--- config.mk ---
export PLATFORM = sky130hd
export DESIGN_NAME = smmrs_top
export DESIGN_NICKNAME = d
export VERILOG_FILES = /design/src/smmrs_pkg.sv /design/src/smmrs_top.sv /design/src/smmrs_size_decode.sv
export SDC_FILE = /design/constraint.sdc
export NUM_CORES = 1
export LEC_CHECK = 0
export ABC_CLOCK_PERIOD_IN_PS = 2450
export BUFFER_PORTS_ARGS = -buffer_cell sky130_fd_sc_hd__buf_2
export CAP_MARGIN = 20
export CORE_ASPECT_RATIO = 0.5
export CORE_MARGIN = 8
export CORE_UTILIZATION = 46
export CTS_CLUSTER_DIAMETER = 100
export DETAILED_ROUTE_END_ITERATION = 16
export PLACE_DENSITY = 0.76
export SLEW_MARGIN = 10
export SYNTH_ARGS = -nofsm -noshare
export SYNTH_HDL_FRONTEND = slang
export SYNTH_SLANG_ARGS = --single-unit
export TNS_END_PERCENT = 50
--- constraint.sdc ---
create_clock -name i_mclk -period 2.45 [get_ports i_mclk]
set_input_delay 0.6125 -clock i_mclk [delete_from_list [all_inputs] [get_ports i_mclk]]
set_output_delay 0.6125 -clock i_mclk [all_outputs]
set_load 0.02 [all_outputs]
--- src/smmrs_pkg.sv ---
// package: register map, field layout and reset values for the smm size block
package smmrs_pkg;
	// ==========================================================
	// register offsets (byte addresses = 4 * index)
	localparam logic [7:0]  IDX_CONFIG_CONTROL_THREE = 8'hc3;
	localparam logic [7:0]  IDX_SIZE_PORT            = 8'h23;
	localparam logic [7:0]  IDX_REGION_ADDR_SIZE     = 8'hcf;
	localparam logic [7:0]  IDX_MODE_CTRL            = 8'hf0;
	localparam logic [7:0]  IDX_DECODE_STATUS        = 8'hf1;
	localparam logic [11:0] ADDR_CONFIG_CONTROL_THREE =
		{2'h0, IDX_CONFIG_CONTROL_THREE, 2'h0};
	localparam logic [11:0] ADDR_SIZE_PORT        = {2'h0, IDX_SIZE_PORT, 2'h0};
	localparam logic [11:0] ADDR_REGION_ADDR_SIZE =
		{2'h0, IDX_REGION_ADDR_SIZE, 2'h0};
	localparam logic [11:0] ADDR_MODE_CTRL     = {2'h0, IDX_MODE_CTRL, 2'h0};
	localparam logic [11:0] ADDR_DECODE_STATUS = {2'h0, IDX_DECODE_STATUS, 2'h0};
	// ==========================================================
	// field positions
	localparam int LOCK_BIT      = 0;
	localparam int SIZE_LSB      = 0;
	localparam int SIZE_W        = 4;
	localparam int ADDR_LSB      = 4;
	localparam int MODE_BIT      = 0;
	// ==========================================================
	// size codes
	localparam logic [3:0] SIZE_CODE_OFF     = 4'h0;
	localparam logic [3:0] SIZE_CODE_ALLONES = 4'hf;
	localparam logic [3:0] SIZE_CODE_4K      = 4'h1;
	localparam int         SIZE_SHIFT_4K     = 12;
	// ==========================================================
	// reset values
	localparam logic [3:0] RST_SIZE = 4'h0;
	localparam logic [3:0] RST_ADDR = 4'h0;
	localparam logic       RST_LOCK = 1'b0;
	localparam logic       RST_MODE = 1'b0;
	// ==========================================================
	// axi responses
	localparam logic [1:0] RESP_OKAY   = 2'h0;
	localparam logic [1:0] RESP_SLVERR = 2'h2;
endpackage : smmrs_pkg

--- src/smmrs_top.sv ---
// axi4-lite register block for smm region size and address bits
`timescale 1ns/1ps
// Function
// - code zero disables region, no decode
// - codes 1..7 give 4 KB..256 KB
// - codes 8..14 give 512 KB..32 MB
// - code all ones decodes as 4 KB
// - size field in low nibble, index 23h
// - index CFh accesses address and size together
// - size and address writes only when unlocked or in interrupt mode; mode register writes are never blocked
module smmrs_top
	import smmrs_pkg::*;
(
	input  wire logic        i_mclk,
	input  wire logic        i_rst,
	input  wire logic        i_mgmt_interrupt_mode,
	input  wire logic [11:0] i_awaddr,
	input  wire logic        i_awvalid,
	output logic             o_awready,
	input  wire logic [31:0] i_wdata,
	input  wire logic [3:0]  i_wstrb,
	input  wire logic        i_wvalid,
	output logic             o_wready,
	output logic [1:0]       o_bresp,
	output logic             o_bvalid,
	input  wire logic        i_bready,
	input  wire logic [11:0] i_araddr,
	input  wire logic        i_arvalid,
	output logic             o_arready,
	output logic [31:0]      o_rdata,
	output logic [1:0]       o_rresp,
	output logic             o_rvalid,
	input  wire logic        i_rready,
	output logic             o_region_enable,
	output logic [25:0]      o_region_mask,
	output logic [3:0]       o_region_addr
);
	// ==========================================================
	// register state
	logic [3:0]  size_code;
	logic [3:0]  mgmt_region_address_reg;
	logic        mgmt_config_write_lock;
	logic        sw_mode;
	logic        dec_enable;
	logic [25:0] dec_mask;
	logic [11:0] aw_addr;
	logic        aw_held;
	logic [31:0] w_data;
	logic [3:0]  w_strb;
	logic        w_held;
	logic        wr_fire;
	logic        wr_allowed;
	logic        wr_hit;
	logic [31:0] next_rdata;
	logic        next_rhit;

	smmrs_size_decode u_dec (
		.i_code   (size_code),
		.o_enable (dec_enable),
		.o_mask   (dec_mask)
	);

	// ==========================================================
	// write channel capture, either order
	always_ff @(posedge i_mclk) begin
		if (i_rst) begin
			aw_held <= 1'b0;
			aw_addr <= 12'h000;
		end else if (o_awready && i_awvalid) begin
			aw_held <= 1'b1;
			aw_addr <= i_awaddr;
		end else if (wr_fire) begin
			aw_held <= 1'b0;
		end
	end

	always_ff @(posedge i_mclk) begin
		if (i_rst) begin
			w_held <= 1'b0;
			w_data <= 32'h0;
			w_strb <= 4'h0;
		end else if (o_wready && i_wvalid) begin
			w_held <= 1'b1;
			w_data <= i_wdata;
			w_strb <= i_wstrb;
		end else if (wr_fire) begin
			w_held <= 1'b0;
		end
	end

	always_ff @(posedge i_mclk) begin
		if (i_rst) begin
			o_awready <= 1'b0;
			o_wready  <= 1'b0;
		end else begin
			o_awready <= !aw_held && !(o_awready && i_awvalid) && !o_bvalid;
			o_wready  <= !w_held && !(o_wready && i_wvalid) && !o_bvalid;
		end
	end

	assign wr_fire    = aw_held && w_held && !o_bvalid;
	assign wr_allowed = (mgmt_config_write_lock == 1'b0)
		|| i_mgmt_interrupt_mode;
	assign wr_hit = (aw_addr == ADDR_CONFIG_CONTROL_THREE)
		|| (aw_addr == ADDR_SIZE_PORT)
		|| (aw_addr == ADDR_REGION_ADDR_SIZE)
		|| (aw_addr == ADDR_MODE_CTRL)
		|| (aw_addr == ADDR_DECODE_STATUS);

	// ==========================================================
	// write response
	always_ff @(posedge i_mclk) begin
		if (i_rst) begin
			o_bvalid <= 1'b0;
			o_bresp  <= RESP_OKAY;
		end else if (wr_fire) begin
			o_bvalid <= 1'b1;
			o_bresp  <= wr_hit ? RESP_OKAY : RESP_SLVERR;
		end else if (o_bvalid && i_bready) begin
			o_bvalid <= 1'b0;
		end
	end

	// ==========================================================
	// register writes
	always_ff @(posedge i_mclk) begin
		if (i_rst) begin
			size_code               <= RST_SIZE;
			mgmt_region_address_reg <= RST_ADDR;
		end else if (wr_fire && wr_allowed && w_strb[0]) begin
			if (aw_addr == ADDR_SIZE_PORT) begin
				size_code <= w_data[SIZE_LSB +: SIZE_W];
			end else if (aw_addr == ADDR_REGION_ADDR_SIZE) begin
				size_code               <= w_data[SIZE_LSB +: SIZE_W];
				mgmt_region_address_reg <= w_data[ADDR_LSB +: SIZE_W];
			end
		end
	end

	always_ff @(posedge i_mclk) begin
		if (i_rst) begin
			mgmt_config_write_lock <= RST_LOCK;
		end else if (wr_fire && w_strb[0]
			&& aw_addr == ADDR_CONFIG_CONTROL_THREE) begin
			// lock may be set by anyone, cleared only when writes allowed
			mgmt_config_write_lock <= w_data[LOCK_BIT]
				| (mgmt_config_write_lock & !wr_allowed);
		end
	end

	always_ff @(posedge i_mclk) begin
		if (i_rst) begin
			sw_mode <= RST_MODE;
		end else if (wr_fire && w_strb[0] && aw_addr == ADDR_MODE_CTRL) begin
			sw_mode <= w_data[MODE_BIT];
		end
	end

	// ==========================================================
	// read path
	always_comb begin
		next_rdata = 32'h0;
		next_rhit  = 1'b1;
		unique case (i_araddr)
			ADDR_CONFIG_CONTROL_THREE: next_rdata[LOCK_BIT] = mgmt_config_write_lock;
			ADDR_SIZE_PORT: next_rdata[SIZE_LSB +: SIZE_W] = size_code;
			ADDR_REGION_ADDR_SIZE: begin
				next_rdata[SIZE_LSB +: SIZE_W] = size_code;
				next_rdata[ADDR_LSB +: SIZE_W] = mgmt_region_address_reg;
			end
			ADDR_MODE_CTRL: next_rdata[MODE_BIT] = sw_mode;
			ADDR_DECODE_STATUS: next_rdata = {5'h0, dec_enable, dec_mask};
			default: next_rhit = 1'b0;
		endcase
	end

	always_ff @(posedge i_mclk) begin
		if (i_rst) begin
			o_arready <= 1'b0;
			o_rvalid  <= 1'b0;
			o_rdata   <= 32'h0;
			o_rresp   <= RESP_OKAY;
		end else begin
			o_arready <= !o_rvalid && !(o_arready && i_arvalid);
			if (o_arready && i_arvalid) begin
				o_rvalid <= 1'b1;
				o_rdata  <= next_rdata;
				o_rresp  <= next_rhit ? RESP_OKAY : RESP_SLVERR;
			end else if (o_rvalid && i_rready) begin
				o_rvalid <= 1'b0;
			end
		end
	end

	// ==========================================================
	// region outputs
	always_ff @(posedge i_mclk) begin
		if (i_rst) begin
			o_region_enable <= 1'b0;
			o_region_mask   <= 26'h0;
			o_region_addr   <= RST_ADDR;
		end else begin
			o_region_enable <= dec_enable;
			o_region_mask   <= dec_mask;
			o_region_addr   <= mgmt_region_address_reg;
		end
	end
endmodule : smmrs_top

--- src/smmrs_size_decode.sv ---
// decoder from four-bit size code to region enable and byte mask
`timescale 1ns/1ps
module smmrs_size_decode
	import smmrs_pkg::*;
(
	input  wire logic [3:0]  i_code,
	output logic             o_enable,
	output logic [25:0]      o_mask
);
	logic [3:0] eff_code;
	always_comb begin
		eff_code = i_code;
		if (i_code == SIZE_CODE_ALLONES) begin
			eff_code = SIZE_CODE_4K;
		end
		o_enable = (eff_code != SIZE_CODE_OFF);
		// mask of offset bits: 4 KB << (code-1)
		if (o_enable) begin
			o_mask = 26'((27'h1 << (SIZE_SHIFT_4K + int'(eff_code) - 1)) - 27'h1);
		end else begin
			o_mask = 26'h0;
		end
	end
endmodule : smmrs_size_decode

=== Word level (Yosys, flattened, before mapping) ===
Index checks and enable logic that the tools add are counted.
W data, S select, Z words.

* Add/subtract/negate cells: 3
* Equality and inequality tests: 11
* Shift-type cells: 1
* Multiplexer cells: 18
* Bitwise operators: 4
* Reductions and logical operators: 40

{| class="wikitable"
|+ Operators with widths
! operator !! count
|-
| $eq A12 B10 Y1 const B || 8
|-
| $shl A1 B32 Y26 const A || 1
|-
| $sub A32 B2 Y32 const B || 1
|-
| $mux W26 || 1
|-
| $sub A26 B1 Y26 const B || 1
|-
| $eq A12 B8 Y1 const B || 2
|-
| $mux W19 || 1
|-
| $logic_and A1 B1 Y1 || 17
|-
| $mux W4 || 3
|-
| $reduce_bool A2 Y1 || 5
|-
| $logic_not A1 Y1 || 8
|-
| $mux W1 || 8
|-
| $pmux W4 S2 || 1
|-
| $pmux W3 S2 || 1
|-
| $add A4 B4 Y5 const A || 1
|-
| $logic_or A1 B1 Y1 || 5
|-
| $reduce_or A5 Y1 || 1
|-
| $eq A4 B4 Y1 const B || 1
|-
| $mux W2 || 2
|-
| $pmux W1 S4 || 1
|-
| $reduce_bool A4 Y1 || 1
|-
| $reduce_and A3 Y1 || 1
|-
| $not A1 Y1 || 2
|-
| $reduce_and A2 Y1 || 1
|-
| other kinds (3) || 3
|}

* Register bits after elaboration: 105

=== Longest topological paths before layout ===
* Depth after elaboration: 8
* Mapped depth: 16

=== Cells and area by module ===
A second synthesis with hierarchy kept.

* Cells, all modules: 502
* Area total of the unflattened synthesis: 4345.4 µm²

{| class="wikitable"
|+ By module, submodules not included
! module !! times used !! cells each !! area an instance (µm²) !! seq. area each (µm²)
|-
| smmrs_top || 1 || 400 || 3602.2 || 1961.9
|-
| smmrs_size_decode || 1 || 102 || 743.2 || 0.0
|}

=== Least setup slack after synthesis ===
Ideal clock, no wire load.

* Path type: reg2reg
* Start: register size_code[2]
* End: register o_rdata[10]
* Library setup time: 0.124 ns
* Arrival time: 2.586 ns
* Path slack: -0.260 ns
* Stages on the path, launching flop included: 14
* Period minus slack after synthesis: 2.710 ns
* Path through: dfxtp_1 buf_6 or2_4 a32o_2 or2_1 buf_6 nand2_1 ha_1 clkbuf_1 nand4_1 o311ai_0 o31ai_1 o21ai_0 o21ai_0

* Longest elaborated chain between the ends: 8
* Elaborated cells on any way between the ends: 9
* Classes of those cells: 3 x add/sub; 1 x eq/ne; 1 x shift; 3 x mux; 1 x reduce/logical

{| class="wikitable"
|+ RTL lines
! what !! RTL line !! source
|-
| from (decl) || smmrs_top.sv:40 || <nowiki>logic [3:0] size_code;</nowiki>
|-
| from (signal assigned) || smmrs_top.sv:132 || <nowiki>size_code <= w_data[SIZE_LSB +: SIZE_W];</nowiki>
|-
| from (signal assigned) || smmrs_top.sv:134 || <nowiki>size_code <= w_data[SIZE_LSB +: SIZE_W];</nowiki>
|-
| $eq A4 B4 Y1 || smmrs_size_decode.sv:13 || <nowiki>if (i_code == SIZE_CODE_ALLONES) begin</nowiki>
|-
| $mux W4 (*) || smmrs_size_decode.sv:13 ||
|-
| $add A4 B4 Y5 || smmrs_size_decode.sv:19 || <nowiki>o_mask = 26'((27'h1 << (SIZE_SHIFT_4K + int'(eff_code) - 1)) - 27'h1);</nowiki>
|-
| $sub A32 B2 Y32 || smmrs_size_decode.sv:19 ||
|-
| $shl A1 B32 Y26 || smmrs_size_decode.sv:19 ||
|-
| $sub A26 B1 Y26 || smmrs_size_decode.sv:19 ||
|-
| $mux W26 (*) || smmrs_size_decode.sv:18 || <nowiki>if (o_enable) begin</nowiki>
|-
| $mux W19 (*) || smmrs_top.sv:164 || <nowiki>unique case (i_araddr)</nowiki>
|-
| to (signal assigned) || smmrs_top.sv:187 || <nowiki>o_rdata <= next_rdata;</nowiki>
|-
| to (decl) || smmrs_top.sv:30 || <nowiki>output logic [31:0] o_rdata,</nowiki>
|}

Mark *: on every way between the ends. The rest lies on a longest branch, timed or not.
A chain may end at the register's enable or synchronous reset.

=== Worst setup path in the final report ===
* Start: register size_code[2]
* End: register o_rdata[21]

Same word-level chain as after synthesis.

==> results <==
- The reported leakage power is 2.64 nW.
- The number of levels the H-tree was split into is 3.
- The number of register bits inferred by synthesis is 98.
- The x dimension of the die is 156 um.
- Based on the critical path, the design can be clocked at up to 418 MHz.
- The area taken by multi-input logic gates is 0.00244 mm2.
- The number of antenna violations at the first check in global routing is 1.
- Across every metal layer, demand over resource in global routing totals 0.186.
- The highest-delay cell along the critical path is sky130_fd_sc_hd__dfxtp_4.
- The count of pins over their slew limit was 0.
- The number of max-capacitance violations reported is 0.
- Of the total power, the share spent switching nets is 0.231.
- The placed instances occupy a cell area of 0.00539 mm2.
- The clock-pin slew reported for the worst setup and hold paths after clock tree synthesis is 0.07 ns.
- The number of hold violations in the final report is 0.
- The DRC violation count after routing is 0.
- The sequential fraction of the synthesis area is 0.436.
- The flow ran to the end, and the final reports show no timing, DRC or antenna violations.
- The global-route wire length before repair is 20.2 mm.
- At the placement stage, the worst setup path has a slack of -0.0778 ns.
- The die is 86.0 um tall.
- Of the cells placed in the final design, the portion with a size suffix greater than 1 is 0.321.
- The remaining number of nets flagged by the antenna check after routing is 0.
- The biggest cell delay along the critical path is 0.38 ns.
- The total CTS buffers is 9.
- The prevailing post-synth register cell is sky130_fd_sc_hd__dfxtp_1.
- After routing the design area is 0.00592 mm2.
- The number of I/O pins is 140.
- The endpoint kind of the worst setup timing path is a flip-flop.
- The post-route clock skew is 0.00959 ns.
- The share of total power in the clock network is 0.458.
- The clock sink count is 98.
- The maximum number of buffers from clock root to sink is 2.
- The largest registers in the layout are o_rdata: 27 flops, o_region_mask: 26 flops, aw_addr: 12 flops.
- The startpoint identified for the worst register-to-register timing path is size_code[2].
- Among the stages of the critical path, the cell type that occurs most often is sky130_fd_sc_hd__buf_4.
- The reg-to-reg setup timing slack is 0.06 ns.
- The die covers 0.0134 mm2.
- The peak ir drop on the vdd network is 0.000359 V.
- The number of flip-flops under the largest register name is 27.
- Counting cells, the worst reg-to-reg path comes to 10.
- Traced cell by cell, the critical path runs through ha_4, buf_4, a21bo_2, a211oi_2, nor2b_1, buf_4, o311ai_1, o41ai_2, a21oi_1, o21ai_1.
- Power spread over the standard cell area amounts to 571 mW/mm2.
- The combinational power share is 0.057.
- The share of total power dissipated in sequential elements is 0.485.
- More flip-flops sit in one register than any other, and that register is o_rdata.
- The last element of the critical path is o_rdata[21].
- The tree is rooted in a sky130_fd_sc_hd__clkbuf_16.
- The detailed-router iteration count before antenna repair is 5.
- At the pin with the least slew margin, the transition time is 0.503 ns.
- The placeable core area is 0.00948 mm2.
- The flip-flop and latch area is 0.00197 mm2.
- The filler cells instantiated in the layout total 835.
- Global routing finished with a remaining overflow of 0.
- The count of mapped cells out of synthesis is 548.
- The worst path required time is 2.68 ns.
- The number of hold-repair buffers added at the cts stage is 0.
- Yosys mapped the design onto 70 distinct sky130hd cell types.
- From synthesis to final layout, the design area changed by 31.4%.
- For the worst-skew pair, the clock arrives at the later sink with an insertion delay of 0.35 ns.
- The clock tree from TritonCTS is built.
- The maximum number of pins on one net before global-route repair is 50.
- The repair_antennas step left the layout with diodes totalling 0.
- The final-stage net count is 759.
- The critical path starts at size_code[2].
- The detailed router's first-iteration violation count is 293.
- The count of flip-flops with a built-in enable after synthesis is 0.
- Data on the critical path arrives at its endpoint at 2.63 ns.
- For this design the total switching power over the nets is 0.778 mW.
- Routability-driven placement finished with a final weighted congestion of 0.892.
- Detailed placement ended at an HPWL of 9.46 mm.
- The number of global-route vias before repair is 4119.
- Summing over every cut layer, the via total after detailed routing is 4302.
- The endpoint of the most critical register-to-register path is o_rdata[21].
- The cell area after synthesis is 0.00450 mm2.
- The kind of critical path is flip-flop to flip-flop.
- The synthesized area divided by synthesized cell count is 8.22 um2.
- Dividing the final minimum period by the clock period gives 0.977.
- In the final routed layout, each cell accounts on average for 15.4 um.
- The internal power summed over all cells is 2.60 mW.
- Along the worst path, the maximum fanout reaches 8.
- The clock period could shrink to 2.39 ns.
- The relative slew slack is 0.662.
- The cell row count is 25.
- The number of failing setup endpoints in the final timing report is 0.
- The worst hold path belongs to the class flip-flop to flip-flop.
- For this run, asynchronously set or reset flops after synthesis account for 0.
- For this configuration, the core starts out at a cell density of 0.475.
- The final wirelength is 12.7 mm.
- For this run, the number of Yosys warnings is 0.
- Measured on the finished design, the core utilization comes to 0.624.
- The number of port buffers is 105.
- The final setup slack of the worst path is 0.0556 ns.
- The detail-routed via count per cell is 5.21.
- STA classifies the critical path startpoint as a flip-flop.
-- per-layer routing --
| metal | global-route usage | share of wire | vias up |
|---|---|---|---|
| met2 | 0.313 | 0.48 | 124 |
| met5 | 0 | 0.00063 | - |
| met3 | 0.0552 | 0.055 | 20 |
| li1 | - | - | 2159 |
| met4 | 0.0577 | 0.014 | 2 |
| met1 | 0.224 | 0.45 | 1997 |
-- cell usage after synthesis, types with 10 or more instances --
cell type,instances,share of area
sky130_fd_sc_hd__a21oi_1,48,0.053
sky130_fd_sc_hd__inv_1,11,0.0092
sky130_fd_sc_hd__o21ai_0,16,0.018
sky130_fd_sc_hd__nor3_1,16,0.018
sky130_fd_sc_hd__nor2_1,52,0.043
sky130_fd_sc_hd__and2_1,10,0.014
sky130_fd_sc_hd__dfxtp_1,98,0.44
sky130_fd_sc_hd__clkbuf_1,20,0.017
sky130_fd_sc_hd__mux2i_1,12,0.027
sky130_fd_sc_hd__nand2_1,96,0.080
-- what timing repair did --
action	CTS	global route
setup buffers	0	5
resized for setup	6	34
pin swaps	1	14
endpoints found under the setup margin	14	26
-- worst max-delay path, delay by kind of cell (launching register included) --
kind | cells | cell delay [ns]
flops | 1 | 0.38
fa+ha+maj | 1 | 0.17
buf+inv | 2 | 0.33
simple gates | 1 | 0.10
compound gates | 6 | 1.29
-- power by group through the flow --
stage	clock network (mW)	registers [mW]	logic, mW
after floorplan	0	1.68	0.108
after global placement	0	1.68	0.180
after detailed placement	0	1.68	0.183
after CTS	1.56	1.64	0.185
after global routing	1.64	1.64	0.212
final	1.55	1.64	0.191
-- final cells by class --
cell class                 instances  area share
inverter                          11     0.00698
timing repair buffer             162       0.164
tap                              135      0.0285
multi-input combinational        404       0.413
clock inverter                     6      0.0163
sequential                        98       0.333
clock buffer                      10      0.0387
-- kinds of logic (layout without fill, tap and decap cells) --
kind of cell	count (synthesis)	after routing	share of synthesized area
AO/OA/AOI/OAI	124	124	0.177
XOR/XNOR	8	8	0.0156
other	2	8	0.00167
adder cells (fa/ha/maj)	5	5	0.0139
AND/OR/NAND/NOR	247	247	0.270
flip-flops	98	98	0.436
multiplexers	12	12	0.0267
buffers and inverters	52	189	0.0603
-- cells in the final DEF (no fill, tap or decap), types with 11 or more instances in the layout --
cell type / count
sky130_fd_sc_hd__buf_4: 53
sky130_fd_sc_hd__o21ai_1: 11
sky130_fd_sc_hd__o21ai_0: 13
sky130_fd_sc_hd__a21oi_1: 47
sky130_fd_sc_hd__nand2_1: 94
sky130_fd_sc_hd__nor2_1: 51
sky130_fd_sc_hd__nor3_1: 15
sky130_fd_sc_hd__buf_2: 105
sky130_fd_sc_hd__dfxtp_1: 94
-- per-stage QoR --
| stage | total power, mW | setup TNS (ns) | hold slack (ns) | cells |
|---|---|---|---|---|
| floorplan | 1.79 | -0.0574 | 0.417 | 554 |
| global placement | 1.86 | -0.0426 | 0.432 | 805 |
| detailed placement | 1.86 | -0.301 | 0.433 | 805 |
| CTS | 3.39 | 0 | 0.453 | 821 |
| global route | 3.49 | -0.146 | 0.466 | 826 |
| finish | 3.38 | 0 | 0.447 | 826 |
-- worst min path at each step --
stage | to | cells past startpoint | startpoint | slack (ns)
after floorplan | o_awready | 1 | aw_held | 0.42
after global placement | o_rdata[24] | 2 | o_rdata[24] | 0.43
after detailed placement | o_wready | 1 | w_held | 0.43
after CTS | o_rdata[8] | 2 | o_rdata[8] | 0.45
after global routing | o_rdata[25] | 2 | o_rdata[25] | 0.47
final | o_rdata[17] | 2 | o_rdata[17] | 0.45
(Power assumes the default switching activity.)
